===== src/pei_pkg.sv =====
package pei_pkg;

    // ************************************************************
    // Register addresses on the management bus
    // ************************************************************
    localparam logic [4:0] REG_EVT_ENABLES = 5'h16;
    localparam logic [4:0] REG_EVT_FLAGS   = 5'h17;
    localparam logic [4:0] REG_SLEEP_CTL   = 5'h18;

    // ************************************************************
    // Field positions
    // ************************************************************
    localparam int NUM_EVENTS   = 11;
    localparam int BIT_EVT_WAKE = 10;
    localparam int BIT_EVT_DPD  = 9;
    localparam int BIT_IRQ_OE   = 15;
    localparam int BIT_RD_CLR   = 14;
    localparam int BIT_POLARITY = 13;
    localparam int BIT_AUTO_CLR = 12;
    localparam int BIT_REARM    = 11;
    localparam int BIT_DPD_EN   = 8;
    localparam int BIT_PLL_SEL  = 7;
    localparam int BIT_RX_SEL   = 6;
    localparam int BIT_DAC_SEL  = 5;
    localparam int BIT_CDR_SEL  = 4;

    // ************************************************************
    // Reset values and writable masks
    // ************************************************************
    localparam logic [15:0] RST_ENABLES    = 16'h0000;
    localparam logic [15:0] RST_SLEEP_CTL  = 16'h0000;
    localparam logic [15:0] MASK_FLAGS     = 16'h07FF;
    localparam logic [15:0] MASK_SLEEP_CTL = 16'h01F0;

    // ************************************************************
    // Management frame constants
    // ************************************************************
    localparam logic [1:0] MGMT_START = 2'h1;
    localparam logic [1:0] MGMT_OP_WR = 2'h1;
    localparam logic [1:0] MGMT_OP_RD = 2'h2;
    localparam int         PRE_BITS   = 32;

    typedef enum logic [2:0] {
        MS_PREAMBLE,
        MS_HEADER,
        MS_TURN,
        MS_DATA
    } pei_mstate_t;

endpackage


===== src/pei_sync.sv =====
`timescale 1ns/10ps
// ************************************************************
// Two flop synchroniser for a group of levels
// ************************************************************
module pei_sync #(
    parameter int WIDTH = 1
) (
    // Clock and reset.
    input  wire logic             mclk,
    input  wire logic             arst_n,
    // Levels.
    input  wire logic [WIDTH-1:0] async_in,
    output logic      [WIDTH-1:0] sync_out
);

    logic [WIDTH-1:0] stage1;

    // The first stage is read only by the second.
    always_ff @(posedge mclk or negedge arst_n) begin
        if (!arst_n) begin
            stage1   <= '0;
            sync_out <= '0;
        end else begin
            stage1   <= async_in;
            sync_out <= stage1;
        end
    end

endmodule


===== src/pei_mgmt.sv =====
`timescale 1ns/10ps
// ************************************************************
// Management serial slave: frames bits on the sampled clock
// ************************************************************
module pei_mgmt
    import pei_pkg::*;
(
    // Clock and reset.
    input  wire logic        mclk,
    input  wire logic        arst_n,
    // Synchronised pins.
    input  wire logic        mdc_s,
    input  wire logic        mdio_s,
    // Data line drive.
    output logic             mdio_o,
    output logic             mdio_oe,
    // Register access.
    input  wire logic [4:0]  phy_addr,
    output logic             wr_stb,
    output logic             rd_stb,
    output logic [4:0]       reg_addr,
    output logic [15:0]      wr_data,
    input  wire logic [15:0] rd_data
);

    pei_mstate_t state;
    pei_mstate_t next_state;
    logic        mdc_q;
    logic [5:0]  cnt;
    logic [5:0]  next_cnt;
    logic [13:0] hdr;
    logic [13:0] next_hdr;
    logic [15:0] sh;
    logic [15:0] next_sh;
    logic        is_rd;
    logic        next_is_rd;
    logic        mine;
    logic        next_mine;
    logic        next_mdio_o;
    logic        next_mdio_oe;
    logic        next_wr_stb;
    logic        next_rd_stb;
    logic        rise;
    logic        fall;

    assign rise = mdc_s & ~mdc_q;
    assign fall = ~mdc_s & mdc_q;
    assign reg_addr = hdr[4:0];
    assign wr_data  = sh;

    // Next state of the frame decoder; inputs sample on rising clock, the data line drive changes on falling, the strobes on rising.
    always_comb begin
        next_state   = state;
        next_cnt     = cnt;
        next_hdr     = hdr;
        next_sh      = sh;
        next_is_rd   = is_rd;
        next_mine    = mine;
        next_mdio_o  = mdio_o;
        next_mdio_oe = mdio_oe;
        next_wr_stb  = 1'b0;
        next_rd_stb  = 1'b0;
        case (state)
            MS_PREAMBLE: begin
                if (rise) begin
                    if (mdio_s) begin
                        next_cnt = (cnt == 6'(PRE_BITS)) ? cnt : cnt + 6'h01;
                    end else if (cnt == 6'(PRE_BITS)) begin
                        next_state = MS_HEADER;
                        next_cnt   = 6'h00;
                        next_hdr   = '0;
                    end else begin
                        next_cnt = 6'h00;
                    end
                end
            end
            MS_HEADER: begin
                if (rise) begin
                    next_hdr = {hdr[12:0], mdio_s};
                    next_cnt = cnt + 6'h01;
                    if (cnt == 6'h0C) begin
                        // Decode from the header with this last register bit already shifted in.
                        next_is_rd = (next_hdr[11:10] == MGMT_OP_RD);
                        next_mine  = (next_hdr[12] == MGMT_START[0]) && (next_hdr[9:5] == phy_addr);
                        next_state = MS_TURN;
                        next_cnt   = 6'h00;
                    end
                end
            end
            MS_TURN: begin
                if (rise && cnt == 6'h00 && is_rd && mine) begin
                    next_rd_stb = 1'b1;
                end
                if (fall && cnt == 6'h00 && is_rd && mine) begin
                    next_sh = rd_data;
                end
                if (rise) begin
                    next_cnt = cnt + 6'h01;
                    if (cnt == 6'h01) begin
                        next_state = MS_DATA;
                        next_cnt   = 6'h00;
                    end
                end
                // The second turnaround bit is driven low; the top data bit follows it.
                if (fall && cnt == 6'h01 && is_rd && mine) begin
                    next_mdio_oe = 1'b1;
                    next_mdio_o  = 1'b0;
                end
            end
            MS_DATA: begin
                if (is_rd) begin
                    if (fall) begin
                        next_mdio_o = sh[15];
                        next_sh     = {sh[14:0], 1'b0};
                        if (cnt == 6'h10) begin
                            next_mdio_oe = 1'b0;
                            next_state   = MS_PREAMBLE;
                            next_cnt     = 6'h00;
                        end
                    end
                    if (rise) begin
                        next_cnt = cnt + 6'h01;
                    end
                end else if (rise) begin
                    next_sh  = {sh[14:0], mdio_s};
                    next_cnt = cnt + 6'h01;
                    if (cnt == 6'h0F) begin
                        next_wr_stb = mine && (hdr[11:10] == MGMT_OP_WR);
                        next_state  = MS_PREAMBLE;
                        next_cnt    = 6'h00;
                    end
                end
            end
            default: begin
                next_state = MS_PREAMBLE;
            end
        endcase
    end

    // Registers of the frame decoder.
    always_ff @(posedge mclk or negedge arst_n) begin
        if (!arst_n) begin
            state   <= MS_PREAMBLE;
            mdc_q   <= 1'b0;
            cnt     <= 6'h00;
            hdr     <= '0;
            sh      <= '0;
            is_rd   <= 1'b0;
            mine    <= 1'b0;
            mdio_o  <= 1'b0;
            mdio_oe <= 1'b0;
            wr_stb  <= 1'b0;
            rd_stb  <= 1'b0;
        end else begin
            state   <= next_state;
            mdc_q   <= mdc_s;
            cnt     <= next_cnt;
            hdr     <= next_hdr;
            sh      <= next_sh;
            is_rd   <= next_is_rd;
            mine    <= next_mine;
            mdio_o  <= next_mdio_o;
            mdio_oe <= next_mdio_oe;
            wr_stb  <= next_wr_stb;
            rd_stb  <= next_rd_stb;
        end
    end

endmodule


===== src/pei_top.sv =====
`timescale 1ns/10ps
// Operation
// - Re-arm select 0: writing 1 to a flag clears it, unless the flag sets in the same cycle.
// - Re-arm select 1: written 1 keeps flag set while its condition persists.
// - Enable bit 10 gates the wake-up interrupt.
// - Enable bit 9 gates the deep sleep entry interrupt.
// - Enable bits 8..6 gate negotiation done, jabber, receive error.
// - Enable bits 5..3 gate page received, detect fault, partner acknowledge.
// - Enable bits 2..0 gate link down, remote fault, link up.
// - Flag bit 10 latches on wake-up from deep sleep.
// - Flag bit 9 latches on deep sleep entry.
// - Flag bits 8..6 latch negotiation done, jabber, receive error.
// - Flag bits 5..3 latch page, detect fault, partner acknowledge.
// - Flag bits 2..0 latch link down, remote fault, link up.
// - Flags are cleared by writing 1, zero at reset; bits 15..11 read zero.
// - Deep sleep is entered only with its enable bit set.
// - PLL sleep select powers down the PLL in deep sleep.
// - Receiver sleep select powers down the receiver in deep sleep.
// - Converter sleep select powers down the transmit converter in deep sleep.
// - Clock recovery sleep select powers down clock recovery in deep sleep.
// - Polarity bit selects the active level of the interrupt pin.
// - Read-clear enable makes a flag register read clear set flags.
// - Auto-clear enable clears a flag when its condition goes away.
module pei_top
    import pei_pkg::*;
(
    // Clock and reset.
    input  wire logic                  mclk,
    input  wire logic                  arst_n,
    // Management pins.
    input  wire logic                  mdc,
    input  wire logic                  mdio_i,
    output logic                       mdio_o,
    output logic                       mdio_oe,
    input  wire logic [4:0]            phy_addr,
    // Event conditions, levels from the core.
    input  wire logic [NUM_EVENTS-1:0] evt_cond,
    // Request to sleep from the link monitor, level.
    input  wire logic                  sleep_request,
    // Interrupt pin and power controls.
    output logic                       irq_pin,
    output logic                       deep_sleep_state,
    output logic                       pll_pd,
    output logic                       rx_pd,
    output logic                       dac_pd,
    output logic                       cdr_pd
);

    // ************************************************************
    // Pin synchronisers and bus slave
    // ************************************************************
    logic        mdc_s;
    logic        mdio_s;
    logic        wr_stb;
    logic        rd_stb;
    logic [4:0]  reg_addr;
    logic [15:0] wr_data;
    logic [15:0] rd_data;
    logic        mgmt_o;
    logic        mgmt_oe;

    pei_sync #(.WIDTH(2)) u_sync (
        .mclk     (mclk),
        .arst_n   (arst_n),
        .async_in ({mdc, mdio_i}),
        .sync_out ({mdc_s, mdio_s})
    );

    pei_mgmt u_mgmt (
        .mclk     (mclk),
        .arst_n   (arst_n),
        .mdc_s    (mdc_s),
        .mdio_s   (mdio_s),
        .mdio_o   (mgmt_o),
        .mdio_oe  (mgmt_oe),
        .phy_addr (phy_addr),
        .wr_stb   (wr_stb),
        .rd_stb   (rd_stb),
        .reg_addr (reg_addr),
        .wr_data  (wr_data),
        .rd_data  (rd_data)
    );

    assign mdio_o  = mgmt_o;
    assign mdio_oe = mgmt_oe;

    // ************************************************************
    // Registers and flags
    // ************************************************************
    logic [15:0]           enables;
    logic [15:0]           next_enables;
    logic [15:0]           sleep_ctl;
    logic [15:0]           next_sleep_ctl;
    logic [NUM_EVENTS-1:0] flags;
    logic [NUM_EVENTS-1:0] next_flags;
    logic [NUM_EVENTS-1:0] cond_q;
    logic [NUM_EVENTS-1:0] cond_rise;
    logic [NUM_EVENTS-1:0] wr1_clr;
    logic [NUM_EVENTS-1:0] rd_clr;
    logic                  sleep_now;
    logic                  sleep_q;
    logic [NUM_EVENTS-1:0] src;
    logic                  next_irq;

    // Sleep entry and wake are events generated here, not by the core.
    assign sleep_now = sleep_request & sleep_ctl[BIT_DPD_EN];
    assign src = {sleep_q & ~sleep_now, sleep_now & ~sleep_q, evt_cond[8:0]};

    function automatic logic hit(input logic [4:0] a, input logic [4:0] b);
        hit = (a == b);
    endfunction

    assign rd_data = hit(reg_addr, REG_EVT_ENABLES) ? enables :
                     hit(reg_addr, REG_EVT_FLAGS)   ? (16'(flags) & MASK_FLAGS) :
                     hit(reg_addr, REG_SLEEP_CTL)   ? sleep_ctl : 16'h0000;

    // A flag sets on each rising edge of its condition; set beats every clear.
    genvar gi;
    generate
        for (gi = 0; gi < NUM_EVENTS; gi++) begin : g_flag
            assign cond_rise[gi] = src[gi] & ~cond_q[gi];
            // Written 1 clears, unless re-arm keeps it while the condition holds.
            assign wr1_clr[gi] = wr_stb && hit(reg_addr, REG_EVT_FLAGS) && wr_data[gi] &&
                                 !(enables[BIT_REARM] && src[gi]);
            assign rd_clr[gi]  = rd_stb && hit(reg_addr, REG_EVT_FLAGS) && enables[BIT_RD_CLR];
            always_comb begin
                next_flags[gi] = flags[gi];
                if (wr1_clr[gi] || rd_clr[gi] ||
                    (enables[BIT_AUTO_CLR] && !src[gi])) begin
                    next_flags[gi] = 1'b0;
                end
                if (cond_rise[gi]) begin
                    next_flags[gi] = 1'b1;
                end
            end
        end
    endgenerate

    // Control register writes; reserved sleep bits are held at zero.
    always_comb begin
        next_enables   = enables;
        next_sleep_ctl = sleep_ctl;
        if (wr_stb && hit(reg_addr, REG_EVT_ENABLES)) begin
            next_enables = wr_data;
        end
        if (wr_stb && hit(reg_addr, REG_SLEEP_CTL)) begin
            next_sleep_ctl = wr_data & MASK_SLEEP_CTL;
        end
    end

    // Enabled flags drive the pin at the selected polarity.
    always_comb begin
        next_irq = enables[BIT_IRQ_OE] && |(flags & enables[NUM_EVENTS-1:0]);
        next_irq = next_irq ~^ enables[BIT_POLARITY];
    end

    always_ff @(posedge mclk or negedge arst_n) begin
        if (!arst_n) begin
            enables          <= RST_ENABLES;
            sleep_ctl        <= RST_SLEEP_CTL;
            flags            <= '0;
            cond_q           <= '0;
            sleep_q          <= 1'b0;
            irq_pin          <= 1'b1;
            deep_sleep_state <= 1'b0;
            pll_pd           <= 1'b0;
            rx_pd            <= 1'b0;
            dac_pd           <= 1'b0;
            cdr_pd           <= 1'b0;
        end else begin
            enables          <= next_enables;
            sleep_ctl        <= next_sleep_ctl;
            flags            <= next_flags;
            cond_q           <= src;
            sleep_q          <= sleep_now;
            irq_pin          <= next_irq;
            deep_sleep_state <= sleep_now;
            pll_pd           <= sleep_now & sleep_ctl[BIT_PLL_SEL];
            rx_pd            <= sleep_now & sleep_ctl[BIT_RX_SEL];
            dac_pd           <= sleep_now & sleep_ctl[BIT_DAC_SEL];
            cdr_pd           <= sleep_now & sleep_ctl[BIT_CDR_SEL];
        end
    end

    // ************************************************************
    // Checks
    // ************************************************************
    property p_no_sleep;
        @(posedge mclk) disable iff (!arst_n) !sleep_ctl[BIT_DPD_EN] |=> !deep_sleep_state;
    endproperty
    a_no_sleep: assert property (p_no_sleep) else $error("deep sleep without enable");

    property p_pll;
        @(posedge mclk) disable iff (!arst_n) pll_pd |-> deep_sleep_state;
    endproperty
    a_pll: assert property (p_pll) else $error("pll down outside deep sleep");

    property p_set;
        @(posedge mclk) disable iff (!arst_n) |cond_rise |=> |flags;
    endproperty
    a_set: assert property (p_set) else $error("event not latched");

    property p_irq_off;
        @(posedge mclk) disable iff (!arst_n) !enables[BIT_IRQ_OE] |=> irq_pin == !$past(enables[BIT_POLARITY]);
    endproperty
    a_irq_off: assert property (p_irq_off) else $error("irq active while disabled");

    property p_rdclr;
        @(posedge mclk) disable iff (!arst_n) (|rd_clr && !(|cond_rise)) |=> flags == '0;
    endproperty
    a_rdclr: assert property (p_rdclr) else $error("read did not clear flags");

    property p_wr1;
        @(posedge mclk) disable iff (!arst_n) (wr1_clr[0] && !cond_rise[0]) |=> !flags[0];
    endproperty
    a_wr1: assert property (p_wr1) else $error("write one did not clear");

    property p_rearm;
        @(posedge mclk) disable iff (!arst_n)
            (wr_stb && hit(reg_addr, REG_EVT_FLAGS) && enables[BIT_REARM] && flags[0] && src[0] && !rd_clr[0]
             && !enables[BIT_AUTO_CLR]) |=> flags[0];
    endproperty
    a_rearm: assert property (p_rearm) else $error("re-arm lost flag");

    property p_auto;
        @(posedge mclk) disable iff (!arst_n) enables[BIT_AUTO_CLR] |=> (flags & ~$past(src)) == '0;
    endproperty
    a_auto: assert property (p_auto) else $error("auto clear failed");

endmodule


===== config.mk =====
export PLATFORM = sky130hd
export DESIGN_NAME = pei_top
export DESIGN_NICKNAME = d
export VERILOG_FILES = /design/src/pei_pkg.sv /design/src/pei_sync.sv /design/src/pei_mgmt.sv /design/src/pei_top.sv
export SDC_FILE = /design/constraint.sdc
export NUM_CORES = 1
export LEC_CHECK = 0
export BUFFER_PORTS_ARGS = -buffer_cell sky130_fd_sc_hd__buf_2
export CAP_MARGIN = 15
export CORE_MARGIN = 2
export CORE_UTILIZATION = 24
export CTS_CLUSTER_SIZE = 12
export DETAILED_ROUTE_END_ITERATION = 8
export SKIP_CTS_REPAIR_TIMING = 1
export SYNTH_ARGS = -nofsm -noshare
export SYNTH_HDL_FRONTEND = slang
export SYNTH_SLANG_ARGS = --single-unit

===== constraint.sdc =====
create_clock -name mclk -period 4.3 [get_ports mclk]
set_clock_uncertainty 0.15 [all_clocks]
set_input_delay 0.43 -clock mclk [delete_from_list [all_inputs] [get_ports mclk]]
set_output_delay 0.43 -clock mclk [all_outputs]
set_load 0.02 [all_outputs]

==> results.toml, run 1 <==
[status]
status = "finished, final reports clean"

[timing]
finalHoldViolCount = 0
finalSetupTns_ns = 0
timing.fmax_ghz = 0.320
worst_slack_ns = 1.18
max-slew-margin-rel_pct = 32.6
finalCritPeriodShare_pct = 72.6
post-route-min-period_ns = 3.12
rsz0062_at_grt = "no"
setup_violations = 0
drv_slew = 0
tightest_slew_ns = 1.01
holdWs_ns = 0.0359

[global_routing]
grt_pass1_vias = 3305
grtUsageTotal_pct = 10.4
grt_antenna_before_repair = 1
grt_max_degree = 78
globalRoute.totalOverflow = 0
grt_pass1_wl_mm = 16.8

[flow_run]
maxCapViolations = 0

[setup_path]
crit_type = "reg -> reg"
slowest_delay_ns = 0.83
start_kind = "flip-flop"
cp_cell_sequence = "ha_1, inv_1, a221oi_1, o41ai_2, or4_1, o211ai_2"
critPathSlowestCell = "ha_1"
crit_arrival_ns = 3.24
required_ns = 4.42
end_kind = "flip-flop"
crit_fanout = 29

[route]
drtIter0Drc = 256
vias_per_cell = 4.70
wl_mm = 9.90
wire_per_inst_um = 14.3
drtAntennaViolNets = 0
first_pass_iters = 4
drcViolationCount = 0
vias = 3256

[yosys]
synth_nets = 465
synthArstFlopShare_pct = 100
synth_edf_count = 0
synthesis.area_sq_um = 4600
yosys_most_used_dff = "dfrtp_1"
synth-seq-cells = 96
ys_types = 54
yosysWarnings = 0
synth.yosys.seq_area_share_pct = 52.2
avgSynthCellArea_sq_um = 10.6
syn_inst = 436

[power]
p_seq_share_pct = 50.4
peakVddDrop_mv = 0.187
swShare_pct = 23.6
internal_power_mw = 1.41
p_total_mw = 1.85
p_clk_share_pct = 44.9
p_switching_uw = 436
powerDensity_nw_per_um2 = 351
pwr-share-comb_pct = 4.6
p_leak_nw = 2.33

[layout]
nets = 483
drive_above_1_share_pct = 16.6
antenna-diode-count = 0
layout_commonest_cell = "dfrtp_1"
instances_no_fill = 693
syn_to_final_growth_pct = 14.3
final_area_sq_um = 5260
final_core_util_pct = 28.0
mostFrequentLayoutCells = "dfrtp_1, nand2_1, o21ai_0"

[min_path]
hold_path_class = "in -> reg"

[placed_design]
dp_cells = 677
hpwl_mm = 6.79
pre_cts_slack_ns = 1.14
portBuffers = 26
gp_congestion = 0.790
place_area_sq_um = 4950

[cts]
cts_tree = "yes"
cts_made_buffers = 9
root_buffer = "clkbuf_16"
cts_sinks = 96
htree_levels = 3
cts.reportedPaths.clkPinSlew_ns = 0.07
worstSkewPairLatency_ns = 0.35
clk_path_buf_depth = 2

[floorplanning]
ios = 29
die_y_um = 142
die_w_um = 142
dieArea_sq_um = 20300
start_util_pct = 24.5
core.rowCount = 50
design.core.area_sq_um = 18800
-- sequential cells by signal, summed over array words and instances (netlist names), 5 cells and up --
signal and flops:
cond_q 11, enables 16, flags 11, sleep_ctl 5, u_mgmt.cnt 6, u_mgmt.hdr 12
u_mgmt.wr_data 16
-- metal layers --
| layer | vias up | wire, um | global-route usage [%] |
|---|---|---|---|
| met5 | - | 13 | 0 |
| met4 | 2 | 106 | 2.45 |
| met3 | 14 | 417 | 3.47 |
| met2 | 48 | 4670 | 16.6 |
| met1 | 1604 | 4690 | 13.6 |
| li1 | 1588 | - | - |
-- power by group through the flow --
stage          Sequential [mW]  Clock, mW  Combinational (mW)
2_1_floorplan            0.943          0              0.0555
3_3_place_gp             0.948          0              0.0843
3_5_place_dp             0.950          0              0.0873
4_1_cts                  0.932      0.855              0.0875
5_1_grt                  0.935      0.888              0.0973
6_report                 0.932      0.830              0.0852
-- area by class of cell --
| class | count | area [sq um] |
|---|---|---|
| Multi-Input combinational cell | 285 | 1980 |
| Clock buffer | 9 | 225 |
| Inverter | 34 | 128 |
| Tap cell | 234 | 293 |
| Sequential cell | 96 | 2400 |
| Timing Repair Buffer | 28 | 148 |
| Fill cell | 1933 | 13500 |
| Clock inverter | 7 | 83.8 |
-- worst max-delay path, delay by kind of cell, from the launching register on --
kind / cells / cell delay [ns]
and+or+nand+nor: 1 / 0.51
adders and majority gates: 1 / 0.83
DFF: 1 / 0.42
buffers and inverters: 1 / 0.47
AOI/OAI and AO/OA: 3 / 0.65
-- final timing paths --
check	from	slack [ns]	cells past startpoint	end
worst min-delay path	mdio_i	0.04	1	u_sync.stage1[0]$_DFF_PN0_
min in group asynchronous	arst_n	0.08	1	enables[12]$_DFFE_PN0P_
worst max-delay path	u_mgmt.state[1]$_DFFE_PN0P_	1.18	6	u_mgmt.cnt[4]$_DFFE_PN0P_
max in group asynchronous	arst_n	3.07	2	enables[8]$_DFFE_PN0P_
worst max register to register	u_mgmt.state[1]$_DFFE_PN0P_	1.18	6	u_mgmt.cnt[4]$_DFFE_PN0P_
worst min register to register	u_sync.stage1[1]$_DFF_PN0_	0.20	0	u_sync.sync_out[1]$_DFF_PN0_
-- synthesized netlist by cell type, types with 2 or more instances --
master,number,share of area [%]
a21boi_1,3,0.49
a21oi_1,25,2.7
a221oi_1,3,0.57
a222oi_1,6,1.3
a22oi_1,8,1.3
a2bb2oi_1,10,1.9
and2_1,2,0.27
and3_1,5,0.68
buf_6,2,0.49
clkbuf_1,18,1.5
dfrtp_1,95,52
ha_1,8,2.2
inv_1,34,2.8
mux2_1,14,3.4
mux2_2,24,5.9
nand2_1,48,3.9
nand2b_1,9,1.2
nand3_1,17,1.8
nand4_1,4,0.54
nand4b_1,2,0.38
nor2_1,11,0.90
nor2b_1,3,0.41
nor3_1,3,0.33
nor4_1,3,0.41
o21ai_0,37,4.0
o21ai_1,2,0.22
o21bai_1,2,0.33
o2bb2ai_1,2,0.38
o311ai_4,2,1.1
o31ai_1,5,0.82
or4_1,2,0.33
xnor2_1,5,0.95
-- cells by family after synthesis --
kind of cell	share of synthesized area (%)
AO/OA/AOI/OAI	17.8
XOR/XNOR	1.14
adder cells (fa/ha/maj)	2.17
multiplexers	9.51
AND/OR/NAND/NOR	12.3
buffers and inverters	4.84
flip-flops	52.2
Power figures use the tool's default switching activity.
==> run 2: changes to the inputs <==
- clock period: 4.3 -> 2.8 ns (I/O delays scaled with it)
==> run 2 against run 1 <==
Compared with the run above:
- the flow now finishes with violations (negative hold slack)
- via count up 2.8%
- count of clock-buffer cells in the layout up 1
- sequential share of layout area down 1.4 points
- worst setup slack worse by 1.0 ns
- sequential power up 53%
- register-to-register slack worse by 1.0 ns
- critical path type unchanged
- critical endpoint is now u_mgmt.wr_data[1]$_DFFE_PN0P_
- highest routed layer is now met4
==> results.toml, run 2 (same netlist as run 1, synthesis figures left out) <==
[layout]
nets = 503
instances_no_fill = 713
drive_above_1_share_pct = 17.5
antenna-diode-count = 0
syn_to_final_growth_pct = 17.9
layout_commonest_cell = "dfrtp_1"
final_area_sq_um = 5430
final_core_util_pct = 28.9
mostFrequentLayoutCells = "dfrtp_1, nand2_1, o21ai_0"

[route]
vias_per_cell = 4.70
wire_per_inst_um = 14.2
vias = 3348
drtAntennaViolNets = 0
drcViolationCount = 0
wl_mm = 10.2
first_pass_iters = 5
drtIter0Drc = 233

[setup_path]
rr_worst_depth = 8
slowest_delay_ns = 0.50
cp_cell_sequence = "inv_1, ha_1, or3b_1, nor4_1, nand2_1, o22ai_4, buf_12, mux2_1"
crit_type = "reg -> reg"
required_ns = 2.88
start_kind = "flip-flop"
r2r_setup_slack_ns = 0.16
rr_endpoint = "u_mgmt.wr_data[1]$_DFFE_PN0P_"
critPathSlowestCell = "or3b_1"
crit_arrival_ns = 2.72
end_kind = "flip-flop"
regToRegStartpoint = "u_mgmt.cnt[0]$_DFFE_PN0P_"
crit_fanout = 16

[floorplanning]
dieArea_sq_um = 20300
core.rowCount = 50
ios = 29
start_util_pct = 24.5
die_y_um = 142
die_w_um = 142
design.core.area_sq_um = 18800

[timing]
holdWs_ns = -0.0404
max-slew-margin-rel_pct = 32.0
finalHoldViolCount = 76
setup_violations = 0
drv_slew = 0
finalSetupTns_ns = 0
tightest_slew_ns = 1.02
rsz0062_at_grt = "no"
finalCritPeriodShare_pct = 94.4
post-route-min-period_ns = 2.64
timing.fmax_ghz = 0.378
worst_slack_ns = 0.156

[placed_design]
place_area_sq_um = 5030
hpwl_mm = 6.98
pre_cts_slack_ns = 0.175
gp_congestion = 0.799
portBuffers = 26
dp_cells = 686

[flow_run]
maxCapViolations = 0

[global_routing]
grt_antenna_before_repair = 0
grt_max_degree = 80
grtUsageTotal_pct = 10.5
globalRoute.totalOverflow = 0
grt_pass1_wl_mm = 17.1
grt_pass1_vias = 3456

[cts]
htree_levels = 3
cts.reportedPaths.clkPinSlew_ns = 0.07
worstSkewPairLatency_ns = 0.36
root_buffer = "clkbuf_16"
clk_path_buf_depth = 2
cts_tree = "yes"
cts_made_buffers = 9
cts_sinks = 96

[status]
violations = "negative hold slack"
status = "finished, violations left"

[min_path]
hold_path_class = "in -> async"

[power]
peakVddDrop_mv = 0.374
p_total_mw = 2.76
powerDensity_nw_per_um2 = 509
p_leak_nw = 2.41
==> run 2: worst max path at each step <==
stage | from | to
after global routing | u_mgmt.cnt[0]$_DFFE_PN0P_ | u_mgmt.cnt[4]$_DFFE_PN0P_
final | u_mgmt.cnt[0]$_DFFE_PN0P_ | u_mgmt.wr_data[1]$_DFFE_PN0P_
after global placement | u_mgmt.cnt[0]$_DFFE_PN0P_ | u_mgmt.wr_data[7]$_DFFE_PN0P_
after CTS | u_mgmt.cnt[0]$_DFFE_PN0P_ | u_mgmt.cnt[4]$_DFFE_PN0P_
after detailed placement | u_mgmt.cnt[0]$_DFFE_PN0P_ | u_mgmt.wr_data[12]$_DFFE_PN0P_
after floorplan | u_mgmt.cnt[0]$_DFFE_PN0P_ | u_mgmt.wr_data[7]$_DFFE_PN0P_
==> run 2: report_power, final <==
| group | switching [mW] | internal, mW | total (mW) | leakage, nW |
|---|---|---|---|---|
| clock | 0.552 | 0.637 | 1.19 | 0.144 |
| sequential | 0.0234 | 1.41 | 1.43 | 1.25 |
| combinational | 0.0839 | 0.0595 | 0.143 | 1.02 |
==> run 2: worst max-delay path: cells and delay by family, from the launching register on <==
kind / cells / cell delay [ns]
and+or+nand+nor: 3 / 0.94
DFF: 1 / 0.43
muxes: 1 / 0.33
buffers and inverters: 2 / 0.26
AOI/OAI and AO/OA: 1 / 0.22
adders and majority gates: 1 / 0.18
==> run 2: cell type report <==
class | instances | area, sq um
Sequential cell | 96 | 2400
Inverter | 34 | 128
Clock inverter | 6 | 48.8
Timing Repair Buffer | 48 | 338
Multi-Input combinational cell | 285 | 1980
Tap cell | 234 | 293
Fill cell | 1973 | 13300
Clock buffer | 10 | 239
==> run 2: routing by layer <==
layer	track usage, %	vias to the layer above	share of wire (%)	wire (um)
li1	-	1625	-	-
met5	0	-	0	0
met3	3.06	15	3.9	394
met2	16.3	62	45	4590
met1	13.9	1646	49	5010
met4	3.96	0	1.6	165
